`src/design/aits_map.svh`:
```
// Register offsets, field positions, reset values and timing counts of the trigger sequencer
`ifndef AITS_MAP_SVH
`define AITS_MAP_SVH
`define AITS_OFF_CMD 8'h00
`define AITS_OFF_MODE 8'h04
`define AITS_OFF_SRC 8'h08
`define AITS_OFF_ROUTE 8'h0C
`define AITS_OFF_CDIV 8'h10
`define AITS_OFF_SDIV 8'h14
`define AITS_OFF_DELAY 8'h18
`define AITS_OFF_COUNT 8'h1C
`define AITS_OFF_PRE 8'h20
`define AITS_OFF_CHANS 8'h24
`define AITS_OFF_STATUS 8'h28
`define AITS_OFF_SCOUNT 8'h2C
`define AITS_CMD_BEGIN 0
`define AITS_CMD_END 1
`define AITS_MODE_CB_INT 0
`define AITS_MODE_SB_EXT 1
`define AITS_MODE_CONT 2
`define AITS_MODE_STOPEN 3
`define AITS_MODE_HOLDPOL 4
`define AITS_MODE_BKIND 6:5
`define AITS_MODE_BEDGE 7
`define AITS_MODE_SKIND 9:8
`define AITS_MODE_SEDGE 10
`define AITS_MODE_PKIND 12:11
`define AITS_MODE_PLEVEL 13
`define AITS_MODE_RESET 32'h0000_0010
`define AITS_SRC_BEGIN 4:0
`define AITS_SRC_STOP 12:8
`define AITS_SRC_PAUSE 20:16
`define AITS_RT_HOLD 4:0
`define AITS_RT_HOLDEN 5
`define AITS_RT_BEGIN 12:8
`define AITS_RT_BEGINEN 13
`define AITS_RT_STOP 20:16
`define AITS_RT_STOPEN 21
`define AITS_RT_PAUSE 26:24
`define AITS_RT_PAUSEEN 27
`define AITS_IDX_CTR 5'h18
`define AITS_IDX_STAR 5'h19
`define AITS_DELAY_RESET 16'h0002
`define AITS_DIV_RESET 16'h0001
`define AITS_CHANS_RESET 16'h0001
`endif

```
`src/design/aits_pkg.sv`:
```
// Types shared by the trigger sequencer modules
package aits_pkg;
    typedef enum logic [1:0] {AITS_IDLE, AITS_DELAY, AITS_RUN, AITS_POST} aits_state_t;
    typedef enum logic [1:0] {AITS_SRC_NONE, AITS_SRC_DIG, AITS_SRC_ANA} aits_kind_t;
endpackage : aits_pkg

```
`src/design/aits_top.sv`:
```
// Acquisition trigger sequencer: timebases, begin/stop/pause triggers, hold-done routing
`timescale 1ns/1ns
`include "aits_map.svh"
module aits_top (
    input wire logic clk_i,
    input wire logic rst_b_i,
    input wire logic [7:0] addr_i,
    input wire logic [31:0] wdata_i,
    input wire logic wr_i,
    input wire logic rd_i,
    output logic [31:0] rdata_o,
    input wire logic [15:0] ft_i,
    output logic [15:0] ft_o,
    output logic [15:0] ft_oe_b_o,
    input wire logic [7:0] sync_i,
    output logic [7:0] sync_o,
    output logic [7:0] sync_oe_b_o,
    input wire logic ctr_i,
    input wire logic star_i,
    input wire logic cmp_i,
    input wire logic sample_tick_base_i,
    output logic sample_tick_o,
    output logic conversion_tick_o,
    output logic hold_done_o,
    output logic [15:0] buf_addr_o,
    output logic acq_active_o,
    output aits_pkg::aits_state_t state_o
);
    import aits_pkg::*;

    logic [31:0] mode;
    logic [31:0] src_sel;
    logic [31:0] route;
    logic [15:0] cdiv;
    logic [15:0] sdiv;
    logic [15:0] delay;
    logic [15:0] count;
    logic [15:0] pre;
    logic [15:0] chans;
    aits_state_t state;
    logic [15:0] dly_cnt;
    logic [15:0] sdiv_cnt;
    logic [15:0] cdiv_cnt;
    logic [15:0] conv_left;
    logic [15:0] total;
    logic [15:0] fill;
    logic [15:0] buf_ptr;
    logic [15:0] post_left;
    logic sb_raw_rise;
    logic begin_lvl;
    logic begin_rise;
    logic stop_lvl;
    logic stop_rise;
    logic pause_lvl;
    logic pause_rise;
    logic sw_begin;
    logic sw_end;
    logic sb_tick;
    logic cb_tick;
    logic begin_evt;
    logic stop_evt;
    logic paused;
    logic sample_tick;
    logic conv_begin;
    logic hold_pulse;
    logic armed;
    logic last_sample;
    logic [31:0] next_rdata;
    aits_kind_t bkind;
    aits_kind_t skind;
    aits_kind_t pkind;

    // Index 0-15 function terminals, 16-23 sync lines, then counter and star line
    function automatic logic pick_src(input logic [4:0] idx, input logic [15:0] ft,
                                      input logic [7:0] sy, input logic ctr, input logic star);
        logic v;
        v = 1'b0;
        if (idx < 5'h10) begin
            v = ft[idx[3:0]];
        end else if (idx < `AITS_IDX_CTR) begin
            v = sy[idx[2:0]];
        end else if (idx == `AITS_IDX_CTR) begin
            v = ctr;
        end else if (idx == `AITS_IDX_STAR) begin
            v = star;
        end
        return v;
    endfunction : pick_src

    // Down-counter that reloads from the divisor on reaching zero
    function automatic logic [15:0] div_step(input logic [15:0] cnt, input logic [15:0] div);
        return (cnt == 16'h0000) ? div : cnt - 16'h0001;
    endfunction : div_step

    assign bkind = aits_kind_t'(mode[`AITS_MODE_BKIND]);
    assign skind = aits_kind_t'(mode[`AITS_MODE_SKIND]);
    assign pkind = aits_kind_t'(mode[`AITS_MODE_PKIND]);

    // Every external source is synchronised before any edge or level logic
    aits_sync u_sb (.clk_i(clk_i), .rst_b_i(rst_b_i), .raw_i(sample_tick_base_i),
                    .inv_i(1'b0), .level_o(), .rise_o(sb_raw_rise));
    aits_sync u_begin (.clk_i(clk_i), .rst_b_i(rst_b_i),
        .raw_i(bkind == AITS_SRC_ANA ? cmp_i :
               pick_src(src_sel[`AITS_SRC_BEGIN], ft_i, sync_i, ctr_i, star_i)),
        .inv_i(bkind == AITS_SRC_DIG && mode[`AITS_MODE_BEDGE]),
        .level_o(begin_lvl), .rise_o(begin_rise));
    // Counter output is not a stop or pause source, so those picks mask it off
    aits_sync u_stop (.clk_i(clk_i), .rst_b_i(rst_b_i),
        .raw_i(skind == AITS_SRC_ANA ? cmp_i :
               (src_sel[`AITS_SRC_STOP] != `AITS_IDX_CTR) &&
               pick_src(src_sel[`AITS_SRC_STOP], ft_i, sync_i, 1'b0, star_i)),
        .inv_i(skind == AITS_SRC_DIG && mode[`AITS_MODE_SEDGE]),
        .level_o(stop_lvl), .rise_o(stop_rise));
    aits_sync u_pause (.clk_i(clk_i), .rst_b_i(rst_b_i),
        .raw_i(pkind == AITS_SRC_ANA ? cmp_i :
               pick_src(src_sel[`AITS_SRC_PAUSE], ft_i, sync_i, 1'b0, star_i)),
        .inv_i(~mode[`AITS_MODE_PLEVEL]), .level_o(pause_lvl), .rise_o(pause_rise));

    assign sw_begin = wr_i && addr_i == `AITS_OFF_CMD && wdata_i[`AITS_CMD_BEGIN];
    assign sw_end = wr_i && addr_i == `AITS_OFF_CMD && wdata_i[`AITS_CMD_END];
    // Analog begin/stop always use the rising edge of the comparison event
    assign begin_evt = (bkind == AITS_SRC_NONE) ? sw_begin : begin_rise;
    assign stop_evt = (skind != AITS_SRC_NONE) && stop_rise;
    // Pause is a pure level: edges of the source play no part
    assign paused = (pkind != AITS_SRC_NONE) && pause_lvl;
    assign sb_tick = mode[`AITS_MODE_SB_EXT] ? sb_raw_rise : 1'b1;
    // The 20 MHz timebase is the system clock itself, so its tick is every cycle
    assign cb_tick = mode[`AITS_MODE_CB_INT] ? 1'b1 : sb_tick;
    assign sample_tick = (state == AITS_RUN || state == AITS_POST) && !paused &&
                         sb_tick && sdiv_cnt == 16'h0000;
    assign conv_begin = conv_left != 16'h0000 && cb_tick && cdiv_cnt == 16'h0000;
    assign hold_pulse = conv_begin;
    assign armed = fill >= pre;
    assign last_sample = post_left <= 16'h0001;

    always_ff @(posedge clk_i) begin
        if (!rst_b_i) begin
            mode <= `AITS_MODE_RESET;
            src_sel <= 32'h0000_0000;
            route <= 32'h0000_0000;
            cdiv <= `AITS_DIV_RESET;
            sdiv <= `AITS_DIV_RESET;
            delay <= `AITS_DELAY_RESET;
            count <= 16'h0000;
            pre <= 16'h0000;
            chans <= `AITS_CHANS_RESET;
        end else if (wr_i && state == AITS_IDLE) begin
            // Configuration is frozen during an acquisition to keep counts coherent
            if (addr_i == `AITS_OFF_MODE) begin
                mode <= wdata_i;
            end else if (addr_i == `AITS_OFF_SRC) begin
                src_sel <= wdata_i;
            end else if (addr_i == `AITS_OFF_ROUTE) begin
                route <= wdata_i;
            end else if (addr_i == `AITS_OFF_CDIV) begin
                cdiv <= wdata_i[15:0];
            end else if (addr_i == `AITS_OFF_SDIV) begin
                sdiv <= wdata_i[15:0];
            end else if (addr_i == `AITS_OFF_DELAY) begin
                delay <= wdata_i[15:0];
            end else if (addr_i == `AITS_OFF_COUNT) begin
                count <= wdata_i[15:0];
            end else if (addr_i == `AITS_OFF_PRE) begin
                pre <= wdata_i[15:0];
            end else if (addr_i == `AITS_OFF_CHANS) begin
                chans <= wdata_i[15:0];
            end
        end
    end

    always_ff @(posedge clk_i) begin
        if (!rst_b_i) begin
            state <= AITS_IDLE;
        end else begin
            case (state)
                AITS_IDLE: begin
                    if (begin_evt) begin
                        state <= AITS_DELAY;
                    end
                end
                AITS_DELAY: begin
                    if (sw_end) begin
                        state <= AITS_IDLE;
                    end else if (sb_tick && dly_cnt <= 16'h0001) begin
                        state <= AITS_RUN;
                    end
                end
                AITS_RUN: begin
                    if (sw_end) begin
                        state <= AITS_IDLE;
                    end else if (mode[`AITS_MODE_STOPEN]) begin
                        if (stop_evt && armed) begin
                            state <= (count > pre) ? AITS_POST : AITS_IDLE;
                        end
                    end else if (!mode[`AITS_MODE_CONT] && sample_tick &&
                                 total + 16'h0001 >= count) begin
                        state <= AITS_IDLE;
                    end
                end
                AITS_POST: begin
                    if (sw_end || (sample_tick && last_sample)) begin
                        state <= AITS_IDLE;
                    end
                end
                default: begin
                    state <= AITS_IDLE;
                end
            endcase
        end
    end

    always_ff @(posedge clk_i) begin
        if (!rst_b_i) begin
            dly_cnt <= `AITS_DELAY_RESET;
        end else if (state == AITS_IDLE) begin
            dly_cnt <= delay;
        end else if (state == AITS_DELAY && sb_tick && dly_cnt != 16'h0000) begin
            dly_cnt <= dly_cnt - 16'h0001;
        end
    end

    always_ff @(posedge clk_i) begin
        if (!rst_b_i) begin
            sdiv_cnt <= 16'h0000;
        end else if (state != AITS_RUN && state != AITS_POST) begin
            sdiv_cnt <= 16'h0000;
        end else if (sb_tick && !paused) begin
            sdiv_cnt <= div_step(sdiv_cnt, sdiv - 16'h0001);
        end
    end

    // Conversions are gated off until a sample tick opens a burst of chans conversions
    always_ff @(posedge clk_i) begin
        if (!rst_b_i) begin
            conv_left <= 16'h0000;
            cdiv_cnt <= 16'h0000;
        end else if (sample_tick) begin
            conv_left <= chans;
            cdiv_cnt <= 16'h0000;
        end else if (cb_tick && conv_left != 16'h0000) begin
            cdiv_cnt <= div_step(cdiv_cnt, cdiv - 16'h0001);
            if (conv_begin) begin
                conv_left <= conv_left - 16'h0001;
            end
        end
    end

    always_ff @(posedge clk_i) begin
        if (!rst_b_i) begin
            total <= 16'h0000;
            fill <= 16'h0000;
            buf_ptr <= 16'h0000;
        end else if (state == AITS_IDLE) begin
            total <= 16'h0000;
            fill <= 16'h0000;
            buf_ptr <= 16'h0000;
        end else if (sample_tick) begin
            total <= total + 16'h0001;
            if (fill < count) begin
                fill <= fill + 16'h0001;
            end
            // A full buffer wraps, so the newest sample overwrites the oldest
            buf_ptr <= (buf_ptr + 16'h0001 >= count) ? 16'h0000 : buf_ptr + 16'h0001;
        end
    end

    always_ff @(posedge clk_i) begin
        if (!rst_b_i) begin
            post_left <= 16'h0000;
        end else if (state == AITS_RUN && stop_evt && armed) begin
            post_left <= count - pre;
        end else if (state == AITS_POST && sample_tick) begin
            post_left <= post_left - 16'h0001;
        end
    end

    // Routed outputs: hold-done wins a shared terminal, then begin, then stop
    always_ff @(posedge clk_i) begin
        if (!rst_b_i) begin
            ft_o <= 16'h0000;
            ft_oe_b_o <= 16'hFFFF;
            sync_o <= 8'h00;
            sync_oe_b_o <= 8'hFF;
        end else begin
            for (int i = 0; i < 24; i++) begin
                logic drv;
                logic val;
                drv = 1'b0;
                val = 1'b0;
                if (route[`AITS_RT_HOLDEN] && route[`AITS_RT_HOLD] == 5'(i)) begin
                    drv = 1'b1;
                    val = hold_pulse ~^ mode[`AITS_MODE_HOLDPOL];
                end else if (route[`AITS_RT_BEGINEN] && route[`AITS_RT_BEGIN] == 5'(i)) begin
                    drv = 1'b1;
                    val = begin_evt && state == AITS_IDLE;
                end else if (route[`AITS_RT_STOPEN] && route[`AITS_RT_STOP] == 5'(i)) begin
                    drv = 1'b1;
                    val = stop_evt;
                end else if (i >= 16 && route[`AITS_RT_PAUSEEN] &&
                             route[`AITS_RT_PAUSE] == 3'(i - 16)) begin
                    drv = 1'b1;
                    val = paused;
                end
                if (i < 16) begin
                    ft_o[i] <= val;
                    ft_oe_b_o[i] <= ~drv;
                end else begin
                    sync_o[i - 16] <= val;
                    sync_oe_b_o[i - 16] <= ~drv;
                end
            end
        end
    end

    // Conversion tick base is not routed itself; its bursts leave as conversion_tick_o, hold_done_o and any routed hold-done terminal
    always_ff @(posedge clk_i) begin
        if (!rst_b_i) begin
            sample_tick_o <= 1'b0;
            conversion_tick_o <= 1'b0;
            hold_done_o <= 1'b0;
            buf_addr_o <= 16'h0000;
            acq_active_o <= 1'b0;
            state_o <= AITS_IDLE;
        end else begin
            sample_tick_o <= sample_tick;
            conversion_tick_o <= conv_begin;
            hold_done_o <= hold_pulse ~^ mode[`AITS_MODE_HOLDPOL];
            buf_addr_o <= buf_ptr;
            acq_active_o <= state != AITS_IDLE;
            state_o <= state;
        end
    end

    always_comb begin
        next_rdata = 32'h0000_0000;
        if (addr_i == `AITS_OFF_MODE) begin
            next_rdata = mode;
        end else if (addr_i == `AITS_OFF_SRC) begin
            next_rdata = src_sel;
        end else if (addr_i == `AITS_OFF_ROUTE) begin
            next_rdata = route;
        end else if (addr_i == `AITS_OFF_CDIV) begin
            next_rdata = {16'h0000, cdiv};
        end else if (addr_i == `AITS_OFF_SDIV) begin
            next_rdata = {16'h0000, sdiv};
        end else if (addr_i == `AITS_OFF_DELAY) begin
            next_rdata = {16'h0000, delay};
        end else if (addr_i == `AITS_OFF_COUNT) begin
            next_rdata = {16'h0000, count};
        end else if (addr_i == `AITS_OFF_PRE) begin
            next_rdata = {16'h0000, pre};
        end else if (addr_i == `AITS_OFF_CHANS) begin
            next_rdata = {16'h0000, chans};
        end else if (addr_i == `AITS_OFF_STATUS) begin
            next_rdata = {25'h000_0000, begin_lvl, stop_lvl, pause_rise, paused, armed, state};
        end else if (addr_i == `AITS_OFF_SCOUNT) begin
            next_rdata = {fill, total};
        end
    end

    always_ff @(posedge clk_i) begin
        if (!rst_b_i) begin
            rdata_o <= 32'h0000_0000;
        end else if (rd_i) begin
            rdata_o <= next_rdata;
        end else begin
            rdata_o <= 32'h0000_0000;
        end
    end
endmodule : aits_top

```
`src/design/aits_sync.sv`:
```
// Two-stage synchroniser with polarity select, level and rising-edge outputs
`timescale 1ns/1ns
module aits_sync (
    input wire logic clk_i,
    input wire logic rst_b_i,
    input wire logic raw_i,
    input wire logic inv_i,
    output logic level_o,
    output logic rise_o
);
    logic meta;
    logic stable;
    logic prev;

    always_ff @(posedge clk_i) begin
        if (!rst_b_i) begin
            meta <= 1'b0;
            stable <= 1'b0;
        end else begin
            meta <= raw_i;
            stable <= meta;
        end
    end

    always_ff @(posedge clk_i) begin
        if (!rst_b_i) begin
            prev <= 1'b1;
        end else begin
            prev <= stable ^ inv_i;
        end
    end

    // Prev resets high so an inverted source, which reads active straight out of reset, gives no edge
    assign level_o = stable ^ inv_i;
    assign rise_o = level_o & ~prev;
endmodule : aits_sync

```
`config.mk`:
```
export PLATFORM = sky130hd
export DESIGN_NAME = aits_top
export DESIGN_NICKNAME = d
export VERILOG_FILES = /design/src/design/aits_pkg.sv /design/src/design/aits_top.sv /design/src/design/aits_sync.sv
export VERILOG_INCLUDE_DIRS = /design/src /design/src/design
export SDC_FILE = /design/constraint.sdc
export NUM_CORES = 1
export LEC_CHECK = 0
export BUFFER_PORTS_ARGS = -buffer_cell sky130_fd_sc_hd__buf_2
export CAP_MARGIN = 10
export CORE_UTILIZATION = 65
export CTS_BUF_LIST = sky130_fd_sc_hd__clkbuf_2 sky130_fd_sc_hd__clkbuf_4 sky130_fd_sc_hd__clkbuf_8
export DETAILED_ROUTE_END_ITERATION = 8
export PLACE_DENSITY = 0.87
export SYNTH_ARGS = -nofsm -noshare
export SYNTH_HDL_FRONTEND = slang
export SYNTH_SLANG_ARGS = --single-unit
```
`constraint.sdc`:
```
create_clock -name clk_i -period 5.1 [get_ports clk_i]
set_clock_uncertainty 0.15 [all_clocks]
set_input_delay 0.255 -clock clk_i [delete_from_list [all_inputs] [get_ports clk_i]]
set_output_delay 0.255 -clock clk_i [all_outputs]
set_load 0.005 [all_outputs]
```
==> qor.yml <==
timing:
  setup_violations: 0
  fin_crit_sh_pct: 75.5
  slew_headroom_pct: 20.5
  slew_viol_final: 0
  tns_ps: 0
  layout_setup_ws_ps: 1250
  fin_crit_ps: 3850
  worstMarginPinSlew_ps: 1190
  hold_violations: 0
  fmax_mhz: 260
  rsz0062_at_grt: "no"
route:
  routed_wl_mm: 87.7
  vias_per_cell: 6.97
  wire_per_inst_um: 25.2
  drt-initial-drc-count: 3436
  drc: 1
  num_vias: 24300
  drtAntennaViolNets: 0
  firstDrtPassIters: 9
synthesis:
  avgSynthCellArea_sq_um: 8.11
  ys_ff_latch: 436
  async_reset_ff_share_pct: 0
  synthSimpleGateAreaFrac_pct: 22.7
  synth_seq_area_share_pct: 38.2
  synth.net_count: 2977
  netlist.area_leader.share_pct: 38.2
  syn_area_sq_mm: 0.0228
  netlist_instances: 2815
  synth.mux.area_fraction_pct: 5.07
  yosys_warnings: 0
  synth_top_cell_by_area: "dfxtp_1"
  synth_top_family_by_area: "simple AND/OR/NAND/NOR gates"
  synth-adder-area-share_pct: 4.96
  synth_compound_area_share_pct: 21.5
  synth-edff-count: 0
  synth_most_common_cell: "nand2_1"
  synth_cell_types: 87
  yosys-top-cells-area: "dfxtp_1 (38%), nand2_1 (7.8%), a21oi_1 (6.2%)"
  ys_top_cells_by_count: "nand2_1 (477), dfxtp_1 (436), a21oi_1 (284)"
  synth_ff_type: "dfxtp_1"
  synth_xor_xnor_area_share_pct: 3.53
clocking:
  path_clk_slew_ps: 70
  cts_sinks: 436
  cts_tree: "done"
  clk_root_buffer_cell: "clkbuf_8"
  clock_path_buffers: 3
  htree_levels: 3
  cts_setup_buffers: 0
  clock_latency_ps: 660
  cts_buffers: 73
floorplanning:
  start_util_pct: 66.1
  pin_count: 174
  die_h_um: 189
  rows: 68
  dieArea_sq_mm: 0.0359
  core_sq_mm: 0.0345
  die_w_um: 189
job:
  maxCapViolCount: 0
final_layout:
  syn_to_final_growth_pct: 13.7
  drive_gt1_share_pct: 13.9
  nets: 3134
  fin_area_sq_mm: 0.0260
status:
  violations: "DRC"
  status: "finished, violations left"
placed_design:
  place_area_sq_mm: 0.0240
  post-place-ws_ps: 1290
  dp_hpwl_mm: 59.3
  numPortBuffers: 173
  gp_congestion: 1.07
min_path:
  min_path_type: "in2reg"
  hold_start: "rd_i"
global_routing:
  grt_max_degree: 194
  overflow: 0
  antenna_found_initial: 4
  grt_pass1_vias: 22700
  grtUsageTotal_pct: 47.6
  grt_pass1_wl_mm: 131
setup_path:
  crit_start: "buf_ptr[0]$_SDFFE_PP0P_"
  path_buf_inv: 0
  critPathSlowestCell: "a21oi_1"
  rr_startpoint: "buf_ptr[0]$_SDFFE_PP0P_"
  critPathRequiredTime_ps: 5430
  cp_max_fo: 10
  crit_family: "compound AO/OA/AOI/OAI gates"
  worstPathArrival_ps: 4180
  critPathKind: "reg2reg"
  end_kind: "flop"
  path_cells: "ha_1, nand3_1, nor3_1, and3_1, and3_1, xor2_1, ha_1, nand2_1, a211oi_1, a31oi_1, a21o_1, a21oi_1, nor3_1"
  cpPeakStageDelay_ps: 680
  start_kind: "flop"
pwr:
  peakVddDrop_mv: 0.391
  p_leak_uw: 0.0101
  p_per_area_mw_per_mm2: 335
  design_power_total_uw: 8680
[per-layer routing]
metal	vias up	share of wire, %	track usage, %	wire (um)
met1	11100	36	59.0	31300
met4	6	7.3	30.2	6390
li1	10500	-	-	-
met3	561	15	14.8	12800
met2	2096	42	71.9	37000
met5	-	0.14	0	127
[what timing repair did]
item                      in CTS  in global routing
gates resized for setup        0                  0
hold endpoints to repair     207                  0
hold buffers                  35                  0
[flip-flops by register name, indices dropped and copies added, names as in the netlist, 16 cells and up]
name / cells
ft_oe_b_o: 16
src_sel: 32
route: 32
mode: 32
ft_o: 16
cdiv: 16
chans: 16
total: 16
fill: 16
sdiv: 16
rdata_o: 32
dly_cnt: 16
count: 16
delay: 16
conv_left: 16
pre: 16
buf_ptr: 16
cdiv_cnt: 16
buf_addr_o: 16
sdiv_cnt: 16
post_left: 16
[worst paths after layout]
check             slack (ps)  cells after the start                         to
hold reg to reg          290                      1  u_pause.stable$_SDFF_PN0_
hold / removal            50                      4     rdata_o[26]$_SDFF_PN0_
setup reg to reg        1250                     13    buf_ptr[2]$_SDFFE_PP0P_
setup / recovery        1250                     13    buf_ptr[2]$_SDFFE_PP0P_
[power by group]
group / internal, uW / total (uW) / switching [uW]
combinational: 516 / 1560 / 1040
clock: 2000 / 3530 / 1530
sequential: 3500 / 3590 / 91.1
total: 6020 / 8680 / 2660
[cells by family (layout without fill, tap and decap cells)]
group	count (synthesis)	count (layout)
other	0	1
and+or+nand+nor	1125	1125
xor gates and xnor gates	92	92
buffers and inverters	235	446
adders and majority gates	90	90
DFF	436	436
muxes	89	89
AOI/OAI and AO/OA	748	748
[cells in the final DEF (no fill, tap or decap), drive strengths merged, types with 23 or more instances in the layout]
| master | n |
|---|---|
| nand2 | 477 |
| dfxtp | 436 |
| a21oi | 284 |
| nor2 | 268 |
| buf | 216 |
| clkbuf | 107 |
| o21ai | 91 |
| ha | 89 |
| inv | 69 |
| mux2i | 65 |
| nand3 | 64 |
| nor3 | 63 |
| xor2 | 60 |
| a22oi | 55 |
| a211oi | 50 |
| dlygate4sd3 | 35 |
| xnor2 | 32 |
| a221oi | 30 |
| a31oi | 30 |
| nand4 | 30 |
| nor4 | 30 |
| or3 | 29 |
| nand2b | 28 |
| a21o | 26 |
| and2 | 26 |
| and3 | 24 |
| o211ai | 23 |
| o31ai | 23 |
[stage by stage]
step / std cells / hold slack (ps) / utilization, %
floorplan: 2815 / 232 / -
global placement: 3316 / 267 / 69.4
detailed placement: 3316 / 273 / 69.4
CTS: 3480 / 22.2 / 75.1
global route: 3481 / 61.9 / 75.1
finish: 3482 / 52.5 / 75.1
[cell type report]
type	instances	area [sq um]
Inverter	66	253
Timing Repair Buffer	251	1560
Fill cell	2464	8590
Clock buffer	107	1340
Tap cell	455	569
Clock inverter	22	283
Multi-Input combinational cell	2144	13200
Antenna cell	1	2.50
Sequential cell	436	8730
[worst min-delay path: stages]
cell and delay, ps:
buf_2 80, nand2_1 50, buf_4 260, a21oi_1 160
Power figures use the tool's default switching activity.
